File: src/common/pfrs_defines.vh
`ifndef PFRS_DEFINES_VH
`define PFRS_DEFINES_VH

`define PFRS_ADDR_CTRL       8'h00
`define PFRS_ADDR_START_FREQ 8'h04
`define PFRS_ADDR_OUTAGE_MS  8'h08
`define PFRS_ADDR_STATE      8'h0c
`define PFRS_ADDR_IRQ_STAT   8'h10
`define PFRS_ADDR_IRQ_MASK   8'h14
`define PFRS_ADDR_CMD        8'h18
`define PFRS_ADDR_SAVED_FREQ 8'h1c

`define PFRS_CTRL_MODE_LSB   0
`define PFRS_CTRL_MODE_MSB   2
`define PFRS_CTRL_SMODE_LSB  4
`define PFRS_CTRL_SMODE_MSB  5
`define PFRS_CTRL_VECTOR     8
`define PFRS_CMD_ALARM_RST   0

`define PFRS_EV_ALARM        0
`define PFRS_EV_RESTART      1
`define PFRS_EV_LAPSE        2
`define PFRS_EV_FAIL         3
`define PFRS_EV_W            4

`define PFRS_CTRL_RST        32'h0000_0000
`define PFRS_START_FREQ_RST  16'h0000
`define PFRS_OUTAGE_MS_RST   16'h03e8
`define PFRS_MASK_RST        4'h0

`define PFRS_CLK_HZ          125000000
`define PFRS_TICK_US         1000
`define PFRS_TICK_CYC        ((`PFRS_CLK_HZ / 1000000) * `PFRS_TICK_US)
`define PFRS_RUN_WAIT_MS     16'h07d0

`endif

File: src/hw/pfrs_timer.v
`timescale 1ns/10ps
`include "pfrs_defines.vh"
// Millisecond timer; the divider restarts with the count so the
// first tick is a full millisecond after start.
module pfrs_timer #(
    parameter TICK_CYC = `PFRS_TICK_CYC
) (
    input  wire        clk_sys,
    input  wire        sys_rst,
    input  wire        start,
    input  wire        run,
    input  wire [15:0] limit,
    output reg         expired
);
    reg [31:0] div;
    reg [15:0] count;
    wire       tick;

    assign tick = (div == TICK_CYC - 1);

    always @(posedge clk_sys or posedge sys_rst)
    begin
        if (sys_rst)
        begin
            div     <= 32'h0000_0000;
            count   <= 16'h0000;
            expired <= 1'b0;
        end
        else if (start)
        begin
            div     <= 32'h0000_0000;
            count   <= 16'h0000;
            expired <= 1'b0;
        end
        else if (run && !expired)
        begin
            div <= tick ? 32'h0000_0000 : div + 32'h0000_0001;
            if (tick)
            begin
                count <= count + 16'h0001;
                if (count + 16'h0001 >= limit)
                    expired <= 1'b1;
            end
        end
    end
endmodule

File: src/hw/pfrs_main.v
// The strobed register port and the placing of the registers are this design's own decisions.
`timescale 1ns/10ps
`include "pfrs_defines.vh"
module pfrs_main #(
    parameter TICK_CYC = `PFRS_TICK_CYC,
    parameter FW       = 16
) (
    input  wire          clk_sys,
    input  wire          sys_rst,
    input  wire [7:0]    reg_addr,
    input  wire [31:0]   reg_wdata,
    input  wire          reg_wr,
    input  wire          reg_rd,
    output reg  [31:0]   reg_rdata,
    input  wire          undervoltage_det,
    input  wire          cont_run_det,
    input  wire          run_cmd,
    input  wire          coast_stop_input,
    input  wire          power_fail_interlock_input,
    input  wire          speed_search_enable_input,
    input  wire          decel_done,
    input  wire          search_done,
    input  wire [FW-1:0] output_freq,
    input  wire [FW-1:0] search_freq,
    output wire          output_enable,
    output wire          decel_active,
    output wire          cont_run_active,
    output wire          search_start,
    output reg           restart_go,
    output reg  [FW-1:0] restart_freq,
    output wire          undervoltage_alarm,
    output wire          irq
);
    localparam [6:0] ST_RUN    = 7'h01;
    localparam [6:0] ST_ALARM  = 7'h02;
    localparam [6:0] ST_COAST  = 7'h04;
    localparam [6:0] ST_DECEL  = 7'h08;
    localparam [6:0] ST_CONT   = 7'h10;
    localparam [6:0] ST_WAIT   = 7'h20;
    localparam [6:0] ST_SEARCH = 7'h40;

    localparam [2:0] MODE_ALARM   = 3'h0;
    localparam [2:0] MODE_LATE    = 3'h1;
    localparam [2:0] MODE_DECEL   = 3'h2;
    localparam [2:0] MODE_CONT    = 3'h3;
    localparam [2:0] MODE_SAVED   = 3'h4;
    localparam [2:0] MODE_STARTF  = 3'h5;

    reg  [31:0]           ctrl;
    reg  [15:0]           start_freq;
    reg  [15:0]           outage_ms;
    wire [`PFRS_EV_W-1:0] irq_stat;
    reg  [`PFRS_EV_W-1:0] irq_mask;
    reg  [6:0]            state;
    reg  [6:0]            next_state;
    reg  [FW-1:0]         saved_freq;
    reg                   abandon;
    reg                   search_req;
    reg                   fail_seen;
    reg  [`PFRS_EV_W-1:0] ev;

    wire [2:0] mode;
    wire [1:0] smode;
    wire       vector;
    wire       fail;
    wire       search_en;
    wire       restart_mode;
    wire       wait_exp;
    wire       outage_exp;
    wire       wr_cmd;
    wire       alarm_rst;
    wire       stat_wr;

    assign mode   = ctrl[`PFRS_CTRL_MODE_MSB:`PFRS_CTRL_MODE_LSB];
    assign smode  = ctrl[`PFRS_CTRL_SMODE_MSB:`PFRS_CTRL_SMODE_LSB];
    assign vector = ctrl[`PFRS_CTRL_VECTOR];

    // Interlock catches outages the bus voltage alone would miss
    assign fail = undervoltage_det | power_fail_interlock_input;

    assign search_en = speed_search_enable_input | (smode == 2'h1) | (smode == 2'h2);

    assign restart_mode = (mode == MODE_CONT) | (mode == MODE_SAVED) | (mode == MODE_STARTF);

    assign wr_cmd    = reg_wr && (reg_addr == `PFRS_ADDR_CMD);
    assign alarm_rst = wr_cmd && reg_wdata[`PFRS_CMD_ALARM_RST];
    assign stat_wr   = reg_wr && (reg_addr == `PFRS_ADDR_IRQ_STAT);

    pfrs_timer #(
        .TICK_CYC (TICK_CYC)
    ) u_run_wait (
        .clk_sys  (clk_sys),
        .sys_rst  (sys_rst),
        .start    (state != ST_WAIT),
        .run      (state == ST_WAIT),
        .limit    (`PFRS_RUN_WAIT_MS),
        .expired  (wait_exp)
    );

    // Outage clock runs from failure recognition through the wait
    pfrs_timer #(
        .TICK_CYC (TICK_CYC)
    ) u_outage (
        .clk_sys  (clk_sys),
        .sys_rst  (sys_rst),
        .start    (!fail_seen),
        .run      (fail_seen),
        .limit    (outage_ms),
        .expired  (outage_exp)
    );

    always @*
    begin
        next_state = state;
        ev         = {`PFRS_EV_W{1'b0}};
        case (state)
            ST_RUN:
            begin
                if (fail && (mode == MODE_ALARM))
                begin
                    next_state      = ST_ALARM;
                    ev[`PFRS_EV_ALARM] = 1'b1;
                    ev[`PFRS_EV_FAIL]  = 1'b1;
                end
                else if ((mode == MODE_DECEL) && (cont_run_det || fail))
                begin
                    next_state     = ST_DECEL;
                    ev[`PFRS_EV_FAIL] = 1'b1;
                end
                else if ((mode == MODE_CONT) && !vector && cont_run_det && !fail)
                    next_state = ST_CONT;
                else if (fail)
                begin
                    // Modes 1, 3, 4, 5 and unused codes all coast
                    next_state     = ST_COAST;
                    ev[`PFRS_EV_FAIL] = 1'b1;
                end
            end
            ST_CONT:
            begin
                if (fail)
                begin
                    next_state     = ST_COAST;
                    ev[`PFRS_EV_FAIL] = 1'b1;
                end
                else if (!cont_run_det)
                    next_state = ST_RUN;
            end
            ST_DECEL:
            begin
                if (decel_done)
                begin
                    next_state      = ST_ALARM;
                    ev[`PFRS_EV_ALARM] = 1'b1;
                end
            end
            ST_COAST:
            begin
                if (!fail)
                begin
                    if (mode == MODE_LATE)
                    begin
                        next_state      = ST_ALARM;
                        ev[`PFRS_EV_ALARM] = 1'b1;
                    end
                    // Coast request in the last outage cycle also abandons
                    else if (restart_mode && !abandon && !coast_stop_input)
                        next_state = ST_WAIT;
                    else
                        next_state = ST_RUN;
                end
            end
            ST_WAIT:
            begin
                if (fail)
                    next_state = ST_COAST;
                else if (outage_exp || wait_exp)
                begin
                    next_state      = ST_RUN;
                    ev[`PFRS_EV_LAPSE] = 1'b1;
                end
                else if (run_cmd && search_en)
                    next_state = ST_SEARCH;
                else if (run_cmd)
                begin
                    next_state        = ST_RUN;
                    ev[`PFRS_EV_RESTART] = 1'b1;
                end
            end
            ST_SEARCH:
            begin
                if (fail)
                    next_state = ST_COAST;
                else if (!run_cmd)
                    next_state = ST_RUN;
                else if (search_done)
                begin
                    next_state        = ST_RUN;
                    ev[`PFRS_EV_RESTART] = 1'b1;
                end
            end
            ST_ALARM:
            begin
                if (alarm_rst && !fail)
                    next_state = ST_RUN;
            end
            default:
                next_state = ST_RUN;
        endcase
    end

    always @(posedge clk_sys or posedge sys_rst)
    begin
        if (sys_rst)
        begin
            state        <= ST_RUN;
            saved_freq   <= {FW{1'b0}};
            abandon      <= 1'b0;
            fail_seen    <= 1'b0;
            search_req   <= 1'b0;
            restart_go   <= 1'b0;
            restart_freq <= {FW{1'b0}};
        end
        else
        begin
            state      <= next_state;
            restart_go <= ev[`PFRS_EV_RESTART];
            search_req <= (state == ST_WAIT) && (next_state == ST_SEARCH);
            // Frequency at the moment output is cut, for mode 3 and 4 restart
            if ((state == ST_RUN || state == ST_CONT) && next_state == ST_COAST)
                saved_freq <= output_freq;
            if (ev[`PFRS_EV_FAIL] || (state == ST_CONT && next_state == ST_COAST))
                fail_seen <= 1'b1;
            else if (next_state == ST_RUN || next_state == ST_ALARM)
                fail_seen <= 1'b0;
            if (state == ST_COAST && coast_stop_input)
                abandon <= 1'b1;
            else if (state != ST_COAST)
                abandon <= 1'b0;
            if (ev[`PFRS_EV_RESTART])
            begin
                if (state == ST_SEARCH)
                    restart_freq <= search_freq;
                else if (mode == MODE_STARTF)
                    restart_freq <= start_freq[FW-1:0];
                else
                    restart_freq <= saved_freq;
            end
        end
    end

    assign search_start    = search_req;
    assign decel_active    = (state == ST_DECEL);
    assign cont_run_active = (state == ST_CONT);
    // Output is off in coast, wait, search and alarm states; decel and continuous run keep driving
    assign output_enable = ((state == ST_RUN) && run_cmd && !coast_stop_input && !fail)
                         | decel_active | cont_run_active;
    assign undervoltage_alarm = (state == ST_ALARM);
    assign irq = |(irq_stat & irq_mask);

    always @(posedge clk_sys or posedge sys_rst)
    begin
        if (sys_rst)
        begin
            ctrl       <= `PFRS_CTRL_RST;
            start_freq <= `PFRS_START_FREQ_RST;
            outage_ms  <= `PFRS_OUTAGE_MS_RST;
            irq_mask   <= `PFRS_MASK_RST;
        end
        else
        begin
            if (reg_wr)
            begin
                case (reg_addr)
                    `PFRS_ADDR_CTRL:       ctrl       <= reg_wdata;
                    `PFRS_ADDR_START_FREQ: start_freq <= reg_wdata[15:0];
                    `PFRS_ADDR_OUTAGE_MS:  outage_ms  <= reg_wdata[15:0];
                    `PFRS_ADDR_IRQ_MASK:   irq_mask   <= reg_wdata[`PFRS_EV_W-1:0];
                    default:               ;
                endcase
            end
        end
    end

    // One sticky flag per event; a new event wins over a same-cycle clear
    genvar gi;
    generate
        for (gi = 0; gi < `PFRS_EV_W; gi = gi + 1)
        begin : g_stat
            reg flag;
            always @(posedge clk_sys or posedge sys_rst)
            begin
                if (sys_rst)
                    flag <= 1'b0;
                else if (ev[gi])
                    flag <= 1'b1;
                else if (stat_wr && reg_wdata[gi])
                    flag <= 1'b0;
            end
            assign irq_stat[gi] = flag;
        end
    endgenerate

    always @(posedge clk_sys or posedge sys_rst)
    begin
        if (sys_rst)
            reg_rdata <= 32'h0000_0000;
        else if (reg_rd)
        begin
            case (reg_addr)
                `PFRS_ADDR_CTRL:       reg_rdata <= {23'h0, ctrl[8], 2'h0, ctrl[5:4], 1'b0, ctrl[2:0]};
                `PFRS_ADDR_START_FREQ: reg_rdata <= {16'h0000, start_freq};
                `PFRS_ADDR_OUTAGE_MS:  reg_rdata <= {16'h0000, outage_ms};
                `PFRS_ADDR_STATE:      reg_rdata <= {20'h00000, abandon, fail_seen, search_en, fail, 1'b0, state};
                `PFRS_ADDR_IRQ_STAT:   reg_rdata <= {28'h0000000, irq_stat};
                `PFRS_ADDR_IRQ_MASK:   reg_rdata <= {28'h0000000, irq_mask};
                `PFRS_ADDR_SAVED_FREQ: reg_rdata <= {{(32-FW){1'b0}}, saved_freq};
                default:               reg_rdata <= 32'h0000_0000;
            endcase
        end
        else
            reg_rdata <= 32'h0000_0000;
    end
endmodule

File: config.mk
export PLATFORM = sky130hd
export DESIGN_NAME = pfrs_main
export DESIGN_NICKNAME = d
export VERILOG_FILES = /design/src/hw/pfrs_timer.v /design/src/hw/pfrs_main.v
export VERILOG_INCLUDE_DIRS = /design/src /design/src/common
export SDC_FILE = /design/constraint.sdc
export NUM_CORES = 1
export LEC_CHECK = 0
export ABC_AREA = 1
export ABC_CLOCK_PERIOD_IN_PS = 5700
export BUFFER_PORTS_ARGS = -buffer_cell sky130_fd_sc_hd__buf_2
export CELL_PAD_IN_SITES_DETAIL_PLACEMENT = 0
export CELL_PAD_IN_SITES_GLOBAL_PLACEMENT = 1
export CORE_UTILIZATION = 35
export DETAILED_ROUTE_END_ITERATION = 10
export GPL_ROUTABILITY_DRIVEN = 0
export PLACE_DENSITY_LB_ADDON = 0.1
export SLEW_MARGIN = 10
export SYNTH_ARGS = -nofsm -noshare
export SYNTH_HDL_FRONTEND = slang
export SYNTH_SLANG_ARGS = --single-unit
File: constraint.sdc
create_clock -name clk_sys -period 5.7 [get_ports clk_sys]
set_input_delay 0.285 -clock clk_sys [delete_from_list [all_inputs] [get_ports clk_sys]]
set_output_delay 0.285 -clock clk_sys [all_outputs]
set_load 0.02 [all_outputs]
# After elaboration in Yosys (flattened, before gate mapping)
# Index checks and enable logic that the tools add are counted.
# W data, S select, Z words.
[totals] ramBits=0 elab_cells=199 latch_bits=0 out_inout_bits=55 regBits=222 memories=0 romBits=0
[classes] n_mul=0 magnitude_cmp=2 bitwise_logic=8 n_reduce_logical=56 addsub=4 eq_ne=32 div_mod_pow=0 n_mux=75 shift=0
[op_table] cell="$mux W32" count=7
[op_table] cell="$mux W16" count=8
[op_table] cell="$mux W7" count=16
[op_table] cell="$pmux W16 S7" count=1
[op_table] cell="$add A32 B1 Y32 const B" count=2
[op_table] cell="$eq A32 B17 Y1 const B" count=2
[op_table] cell="$pmux W7 S7" count=1
[op_table] cell="$mux W1" count=36
[op_table] cell="$add A16 B1 Y16 const B" count=2
[op_table] cell="$eq A8 B5 Y1 const B" count=4
[op_table] cell="$logic_and A1 B1 Y1" count=25
[op_table] cell="$reduce_bool A2 Y1" count=9
[op_table] cell="$eq A8 B4 Y1 const B" count=2
[op_table] cell="$ge A16 B11 Y1 const B" count=1
[op_table] cell="$ge A16 B16 Y1" count=1
[op_table] cell="$eq A7 B1 Y1 const B" count=2
[op_table] cell="$eq A7 B2 Y1 const B" count=2
[op_table] cell="$eq A7 B3 Y1 const B" count=2
[op_table] cell="$eq A7 B7 Y1 const B" count=2
[op_table] cell="$mux W6" count=2
[op_table] cell="$reduce_and A2 Y1" count=6
[op_table] cell="$eq A8 B3 Y1 const B" count=1
[op_table] cell="$logic_not A8 Y1" count=1
[op_table] cell="$eq A7 B4 Y1 const B" count=1
[op_table] cell="20 further kinds" count=41

# Longest topological paths before layout
# Gate-level depths: netlist of run 1.
[logic_depth] depth_word=13 mapped_depth=15

# Modules after synthesis
# A second synthesis of run 1 with hierarchy kept.
[unflattened] hier_cells=1802 hier_area_um2=12773.5
[by_module_without_submodules] mod="pfrs_main" cells_per_inst=697 area_each_um2=5600.4 n_inst=1 seq_area_each_um2=2636.3
[by_module_without_submodules] mod="pfrs_timer (u_run_wait)" cells_per_inst=557 area_each_um2=3594.7 n_inst=1 seq_area_each_um2=1226.2
[by_module_without_submodules] mod="pfrs_timer (u_outage)" cells_per_inst=548 area_each_um2=3578.4 n_inst=1 seq_area_each_um2=1226.2

# Least setup slack after synthesis of run 1
# Ideal clock, no wire load.
[synth_timing] kind="register -> register" start="reg u_outage.count[0]" end="reg u_outage.expired" arrival_time_ps=2010 required_ps=5570 stages_incl_launch_ff=16 slack_ps=3561 setup_ps=130 n_path_buf=0 synth_period_minus_slack_ps=2139 path_cell_list="dfrtp_1 > ha_1 > nand3_1 > inv_2 > nand3_1 > nor4_2 > xor2_1 > ha_1 > nand2_1 > inv_1 > nand3_1 > inv_1 > a21oi_1 > nand3_1 > nand2_1 > nand2_1"
[synth_via] elab_chain_len=4
[synth_lines] item="from (decl)" line="pfrs_timer.v:16" source="reg [15:0] count;"
[synth_lines] item="from (signal assigned)" line="pfrs_timer.v:40" source="count <= count + 16'h0001;"
[synth_lines] item="$add A16 B1 Y16" line="pfrs_timer.v:41" source="if (count + 16'h0001 >= limit)"
[synth_lines] item="$ge A16 B16 Y1" line="pfrs_timer.v:41"
[synth_lines] item="$ne A2 B1 Y1 (no source line)"
[synth_lines] item="$reduce_and A3 Y1 (no source line)"
[synth_lines] item="to (signal assigned)" line="pfrs_timer.v:27" source="expired <= 1'b0;"
[synth_lines] item="to (signal assigned)" line="pfrs_timer.v:33" source="expired <= 1'b0;"
[synth_lines] item="to (signal assigned)" line="pfrs_timer.v:42" source="expired <= 1'b1;"
[synth_lines] item="to (decl)" line="pfrs_timer.v:13" source="output reg expired"
# Every way passes these cells.
# A chain may end at the register's enable or synchronous reset.

# Worst setup path after layout of run 1
# Ends and elaborated chain as after synthesis.

==> results of run 1 <==
[layout make-up]
class | instances | area [sq um] | share of cell area, %
clock inverter | 8 | 143.9 | 1.018
multi-input combinational | 1207 | 5896 | 41.69
antenna | 3 | 7.507 | 0.05309
sequential | 203 | 5089 | 35.98
clock buffer | 36 | 716.9 | 5.070
tap | 448 | 560.5 | 3.964
inverter | 246 | 934.6 | 6.609
timing repair buffer | 133 | 793.3 | 5.610
[cells in the mapped netlist (6+ instances only)]
| library cell | number | share of area (%) |
|---|---|---|
| a21oi_1 | 38 | 1.6 |
| buf_2 | 11 | 0.45 |
| buf_4 | 21 | 1.3 |
| clkbuf_1 | 19 | 0.59 |
| dfrtp_1 | 196 | 40 |
| dfstp_2 | 7 | 1.5 |
| ha_1 | 21 | 2.2 |
| inv_1 | 234 | 7.2 |
| inv_2 | 10 | 0.31 |
| mux2i_1 | 16 | 1.3 |
| nand2_1 | 456 | 14 |
| nand3_1 | 101 | 4.2 |
| nand4_1 | 45 | 2.3 |
| nor2_1 | 186 | 5.7 |
| nor2_2 | 6 | 0.31 |
| nor3_1 | 56 | 2.3 |
| o21ai_0 | 109 | 4.5 |
| o21ai_1 | 42 | 1.7 |
| o21ai_2 | 8 | 0.58 |
| o21bai_1 | 6 | 0.37 |
| o22ai_1 | 27 | 1.4 |
| xnor2_1 | 6 | 0.43 |
| xor2_1 | 22 | 1.6 |
[power by group through the flow]
stage	Sequential, mW	Clock, mW	Combinational [mW]
5_1_grt	1.61	1.79	0.675
4_1_cts	1.60	1.73	0.613
3_3_place_gp	1.62	0	0.601
2_1_floorplan	1.61	0	0.389
6_report	1.60	1.68	0.592
3_5_place_dp	1.62	0	0.601
[tightest hold or removal path, cell delays in order]
cell and delay (ns):
buf_2 0.11, clkinvlp_4 0.07, buf_12 0.49
[cells by family after synthesis]
kind of cell | count (synthesis)
AO/OA/AOI/OAI | 246
XOR/XNOR | 28
adder cells (fa/ha/maj) | 21
buffers and inverters | 299
flip-flops | 203
multiplexers | 16
other | 1
AND/OR/NAND/NOR | 880
[final timing paths]
path | from | to | slack (ns) | cells past startpoint
max in group asynchronous | sys_rst | u_run_wait.div[1]$_DFFE_PP0P_ | 4.21 | 4
min in group clk_sys | reg_wdata[13] | start_freq[13]$_DFFE_PP0P_ | 0.03 | 3
setup reg to reg | u_outage.count[0]$_DFFE_PP0P_ | u_outage.expired$_DFFE_PP0P_ | 3.04 | 15
hold reg to reg | outage_ms[3]$_DFFE_PP1P_ | outage_ms[3]$_DFFE_PP1P_ | 0.47 | 2
hold / removal | sys_rst | restart_go$_DFF_PP0_ | -0.07 | 3
setup / recovery | u_outage.count[0]$_DFFE_PP0P_ | u_outage.expired$_DFFE_PP0P_ | 3.04 | 15
[flip-flops by register name, summed over array words and instances, names as in the netlist, 4 cells and up]
signal / flops
u_outage.div: 32
u_run_wait.div: 32
outage_ms: 16
reg_rdata: 16
restart_freq: 16
saved_freq: 16
start_freq: 16
u_outage.count: 16
u_run_wait.count: 16
state: 7
ctrl: 6
g_stat.flag: 4
irq_mask: 4
[layout by cell type (no fill, tap or decap), types with 4 or more instances in the layout]
| cell | n |
|---|---|
| buf_2 | 106 |
| o21ai_2 | 8 |
| a21oi_1 | 38 |
| clkbuf_1 | 6 |
| dfrtp_1 | 196 |
| nor2_2 | 7 |
| ha_1 | 21 |
| nor3_1 | 56 |
| nand2_1 | 456 |
| dfstp_2 | 7 |
| buf_4 | 7 |
| inv_1 | 233 |
| clkbuf_8 | 5 |
| nand3_1 | 101 |
| xor2_1 | 22 |
| xnor2_1 | 6 |
| dlygate4sd3_1 | 19 |
| o21ai_0 | 109 |
| inv_2 | 10 |
| mux2i_1 | 16 |
| o21ai_1 | 42 |
| nor2_1 | 185 |
| nand4_1 | 45 |
| o22ai_1 | 27 |
| o21bai_1 | 6 |
| conb_1 | 16 |
| nand2_2 | 4 |
| nor4_1 | 4 |
| clkbuf_16 | 25 |
| nor2_4 | 4 |
| bufinv_16 | 4 |
[repair_timing]
action / 4_1_cts / 5_1_grt
endpoints found under the setup margin: 0 / 0
hold buffers: 19 / 0
endpoints found under the hold margin: 20 / 0
[layer usage]
metal | track usage (%) | vias up | wire [um]
li1 | - | 5690 | -
met1 | 30.72 | 5289 | 18210
met2 | 34.43 | 239 | 17000
met3 | 2.906 | 36 | 1648
met4 | 4.218 | 0 | 572
met5 | 0 | - | 0
[through the flow]
stage | std cells | hold WS [ns]
6_report | 2284 | -0.06555
2_1_floorplan | 1709 | 0.3931
3_3_place_gp | 2218 | 0.4629
3_5_place_dp | 2218 | 0.4648
4_1_cts | 2281 | 0.003111
5_1_grt | 2281 | 0.02327
==> summary.md, run 1 <==
| Metric | Value |
|---|---|
| # fillers | 3674 |
| Slew Limit Fails | 0 |
| Root buf cell | clkbuf_16 |
| Global-route wire length before repair | 60330 um |
| Static Leakage | 6.694 nW |
| Compound-Gate Fraction of Synth Area | 11.18% |
| Crit-path max FO | 7 |
| Vias in the first global route | 10890 |
| Row Count | 67 |
| Final Hold Viols | 49 |
| Cells after Synth | 1694 |
| Total of max-cap violations | 0 |
| Total CTS buffers | 25 |
| Warnings, synthesis | 0 |
| Layout Skew | 0.01427 ns |
| H-tree lvl count | 1 |
| Gr usage total | 21.43% |
| Yosys cell types | 53 |
| Internal | 2.755 mW |
| Final setup margin | 3.039 ns |
| Tmin final | 2.661 ns |
| CTS tree | done |
| Cell Pwr Density | 273.5 nW/um^2 |
| Share of cells above drive strength 1 | 11.46% |
| Post-synth EDFFs | 0 |
| Simple logic cell fraction of the synthesized area | 31.25% |
| TNS Setup | 0 ns |
| Peak VDD IR | 187.8 uV |
| Final WL | 37430 um |
| Initial detailed-routing violation count | 657 |
| Buf/Inv on CP | 3 |
| Outcome | finished with violations |
| Top FF cell, synth | dfrtp_1 |
| Netlist Area Pre-Place | 12170 sq um |
| CP top delay family | simple AND/OR/NAND/NOR gates |
| Mux share of post-synthesis cell area | 1.316% |
| Drt pass-1 iters | 5 |
| Slew @ Worst Pin | 1.032 ns |
| Initial Util | 35.94% |
| Nets | 1921 |
| Unrepaired setup endpoints after global routing | no |
| Clk sink count | 203 |
| Worst-skew pair later-pin latency | 0.54 ns |
| FF+latch count, synth | 203 |
| Setup crit start kind | flop |
| Crit end category | flop |
| Clock Power Share | 43.4% |
| Gate power share | 15.3% |
| Final period util | 46.69% |
| Max Root-Sink Buffers | 3 |
| Die ar. | 35530 sq um |
| Seq/Total Area, Yosys | 41.81% |
| Crit-path most repeated cell | nand3_1 |
| P_sw | 1.113 mW |
| Clk slew on worst S/H paths | 0.06 ns |
| Synth Area per Inst | 7.185 sq um |
| Adder-cell area share of the yosys netlist | 2.159% |
| Final Power | 3.868 mW |
| Worst hold margin | -0.06555 ns |
| Largest family of logic cells by synthesized area | simple AND/OR/NAND/NOR gates |
| Crit path kind | reg -> reg |
| Die Y | 188.5 um |
| Violated checks | negative hold slack |
| Routed len/inst | 16.39 um |
| Gates resized, CTS repair | 0 |
| Die Wd | 188.5 um |
| I/O Pins | 139 |
| Core Footprint | 33870 sq um |
| Biggest cell delay along the critical path | 0.49 ns |
| Buffer count from post-CTS setup fixing | 0 |
| Critical-path cell list | ha_1 -> nand3_1 -> inv_2 -> nand3_1 -> nor4_2 -> xor2_1 -> ha_1 -> nand2_1 -> inv_1 -> nand3_1 -> inv_1 -> a21oi_1 -> nand3_1 -> nand2_1 -> nand2_1 |
| Drt drc | 0 |
| Hold Path Class | in -> async |
| Area post-placement | 13080 sq um |
| Grt ovf | 0 |
| Post-route ant nets | 0 |
| Area Overhead vs Synth | 16.18% |
| Max Freq | 375.8 MHz |
| Worst slack at placement | 3.028 ns |
| Number of port buffers | 106 |
| Required @ worst endpoint | 6.11 ns |
| DP HPWL | 28200 um |
| Largest net degree at the start of global routing | 138 |
| Asr flop ratio synth | 100.0% |
| Finished Core Util | 41.75% |
| Initial antenna violation count | 3 |
| Worst path slowest cell | dfrtp_1 |
| Slew HR | 30.96% |
| Vias per cell | 4.927 |
| Worst Path Arrival | 3.07 ns |
| Sw Share | 28.78% |
| Seq pwr share | 41.3% |
| Final non-filler cell area | 14140 sq um |
| Via count | 11250 |
| Xor and xnor fraction of the mapped netlist area | 2.015% |
| Setup violators final | 0 |
Power figures use the tool's default switching activity.
==> inputs of run 2 (changes only) <==
- ABC_AREA: 1 -> 0
- ABC_CLOCK_PERIOD_IN_PS: 5700 -> 2600
- clock period: 5.7 -> 2.6 ns (I/O delays scaled with it)
==> summary.md, run 2 <==
| Metric | Value |
|---|---|
| Outcome | finished with violations |
| Violated checks | design-rule violations |
| Hold path startpoint | reg_wr |
| RR Startpoint | u_run_wait.div[24]$_DFFE_PP0P_ |
| Die Y | 179.7 um |
| Initial antenna violation count | 2 |
| Largest cells by area after synthesis | dfrtp_1 (44%), mux2_2 (6.9%), xor2_1 (5.2%), nor2_1 (4.7%), nand2_1 (2.8%) |
| Initial detailed-routing violation count | 396 |
| Final non-filler cell area | 13750 sq um |
| Most frequent cells in the layout | dfrtp_1 (196), nor2_1 (136), buf_2 (106) |
| Cell Pwr Density | 604.9 nW/um^2 |
| Seq pwr share | 42.5% |
| Worst slack at placement | 0.1720 ns |
| Drt drc | 8 |
| Crit end category | flop |
| Seq/Total Area, Yosys | 46.06% |
| FF+latch count, synth | 203 |
| Peak VDD IR | 501.1 uV |
| Cell taking the most area after synthesis | dfrtp_1 |
| Netlist Area Pre-Place | 11050 sq um |
| Slew HR | 33.28% |
| M1 GR Usage | 24.70% |
| Via count | 8733 |
| Final Hold Viols | 0 |
| Total of max-cap violations | 0 |
| Max Freq | 414.4 MHz |
| Vias in the first global route | 8770 |
| Most common cell after layout, fill and taps aside | dfrtp_1 |
| Gr usage total | 18.70% |
| R2r endpoint | u_run_wait.div[14]$_DFFE_PP0P_ |
| Internal | 6.046 mW |
| Clk slew on worst S/H paths | 0.06 ns |
| Commonest cells in the netlist | dfrtp_1 (196), nor2_1 (137), nand2_1 (83), mux2_2 (68), xor2_1 (65) |
| Synth Area per Inst | 10.02 sq um |
| Final setup margin | 0.1867 ns |
| Sw Share | 27.30% |
| Post-synth EDFFs | 0 |
| Hold Path Class | in -> reg |
| Post-route ant nets | 0 |
| P_sw | 2.270 mW |
| Clock Power Share | 42.6% |
| Final Power | 8.316 mW |
| Root buf cell | clkbuf_16 |
| Die Wd | 179.7 um |
| Die ar. | 32280 sq um |
| H-tree lvl count | 1 |
| Global-route wire length before repair | 48730 um |
| Row Count | 64 |
| Cells after Synth | 1102 |
| Clk sink count | 203 |
| Top Registers | u_outage.div: 32 flops, u_run_wait.div: 32 flops |
| Layout Skew | 0.02889 ns |
| Slew Limit Fails | 0 |
| Crit-path max FO | 22 |
| Routed len/inst | 17.41 um |
| Setup crit start kind | flop |
| Yosys cell types | 75 |
| Worst Path Arrival | 2.83 ns |
| Share of the synthesized area in the top cell type | 44.40% |
| Setup slack, reg-to-reg | 0.19 ns |
| Required @ worst endpoint | 3.01 ns |
| Static Leakage | 6.254 nW |
| Core Footprint | 30830 sq um |
| TNS Setup | 0 ns |
| Slew @ Worst Pin | 1.001 ns |
| Vias per cell | 5.063 |
| Tmin final | 2.413 ns |
| Share of cells above drive strength 1 | 23.57% |
| Top FF cell, synth | dfrtp_1 |
| Max Root-Sink Buffers | 3 |
| Total CTS buffers | 26 |
| Asr flop ratio synth | 100.0% |
| Setup violators final | 0 |
| Register-to-Register Path Depth | 7 |
| Crit path kind | reg -> reg |
| Nets | 1414 |
| Number of port buffers | 106 |
| CTS tree | done |
| Final WL | 30030 um |
| Area Overhead vs Synth | 24.44% |
| Most common cell in the netlist | dfrtp_1 |
| Worst hold margin | 0.05381 ns |
| Gate power share | 14.9% |
| I/O Pins | 139 |
| Drt pass-1 iters | 8 |
| Hold endpoint | state[0]$_DFF_PP1_ |
| Final period util | 92.82% |
| Hold path depth | 5 |
| Largest net degree at the start of global routing | 89 |
| Grt peak-use layer | met2 |
| M2 GR Usage | 32.05% |
| DP HPWL | 21320 um |
| Warnings, synthesis | 0 |
| Initial Util | 35.83% |
| Area post-placement | 12290 sq um |
| Grt ovf | 0 |
| Worst-skew pair later-pin latency | 0.55 ns |
| Grt met3 use | 3.302% |
## run 2: cell types whose count changed in the layout (fill, tap and decap cells not counted), moves of 43 or more
cell	before	now
nand3_1	101	55
mux2_2	0	68
inv_1	233	28
nor2_1	185	136
o21ai_0	109	21
buf_4	7	54
xor2_1	22	65
nand2_1	456	83
## run 2: worst max-delay path by stage
stage | cells past startpoint | from | endpoint
2_1_floorplan | 1 | sys_rst | abandon$_DFFE_PP0P_
3_5_place_dp | 11 | u_outage.count[0]$_DFFE_PP0P_ | u_outage.expired$_DFFE_PP0P_
4_1_cts | 11 | u_outage.count[0]$_DFFE_PP0P_ | u_outage.expired$_DFFE_PP0P_
3_3_place_gp | 11 | u_outage.count[0]$_DFFE_PP0P_ | u_outage.expired$_DFFE_PP0P_
5_1_grt | 12 | u_outage.count[0]$_DFFE_PP0P_ | u_outage.expired$_DFFE_PP0P_
6_report | 7 | u_run_wait.div[24]$_DFFE_PP0P_ | u_run_wait.div[14]$_DFFE_PP0P_
## run 2: layout make-up
cell class	instances	area [sq um]
inverters	30	116.4
diodes	1	2.502
fillers	2995	17080
repair buffers	221	1597
multi-input cells	827	5598
flip-flops and latches	203	5089
clock buffers	42	810.8
clock inverters	5	38.79
well taps	396	495.5
## run 2: per-stage QoR
stage                     std cells  utilization, %
after floorplan                1117               -
after global placement         1618           39.85
after detailed placement       1618           39.85
after CTS                      1721           44.42
after global routing           1724           44.58
final                          1725           44.59
## run 2: per-layer routing
layer	vias to the layer above	wire, um
met3	34	1141
met2	128	14730
met1	4228	13620
met4	2	533
met5	-	10
li1	4341	-
## run 2: timing repair
item                                   in CTS  in global routing
hold buffers                               56                  0
resized for setup                           0                  5
endpoints found under the hold margin     281                  0
setup endpoints to repair                   0                  1
setup buffers                               0                  3
## run 2: power groups by stage
| stage | sequential (mW) | combinational, mW | clock, mW |
|---|---|---|---|
| floorplan | 3.55 | 0.804 | 0 |
| global placement | 3.59 | 1.19 | 0 |
| detailed placement | 3.59 | 1.19 | 0 |
| CTS | 3.54 | 1.27 | 3.66 |
| global route | 3.56 | 1.38 | 3.79 |
| finish | 3.53 | 1.24 | 3.54 |
## run 2: cells by family (layout without fill, tap and decap cells)
kind of cell,Yosys count,in the layout,synth area share (%)
AOI/OAI and AO/OA,152,152,9.152
other,1,17,0.03395
buffers and inverters,87,298,4.066
DFF,203,203,46.06
adders and majority gates,21,21,2.379
muxes,95,95,9.741
and+or+nand+nor,445,445,20.80
xor gates and xnor gates,98,98,7.770
## run 2: worst max-delay path, stage by stage (launching register included)
cell and delay, ns:
dfrtp_1 0.41, nor4_1 0.40, nand4_1 0.17, or4_1 0.60, or3_1 0.38, nand2_2 0.11
buf_12 0.16, nor2_1 0.06
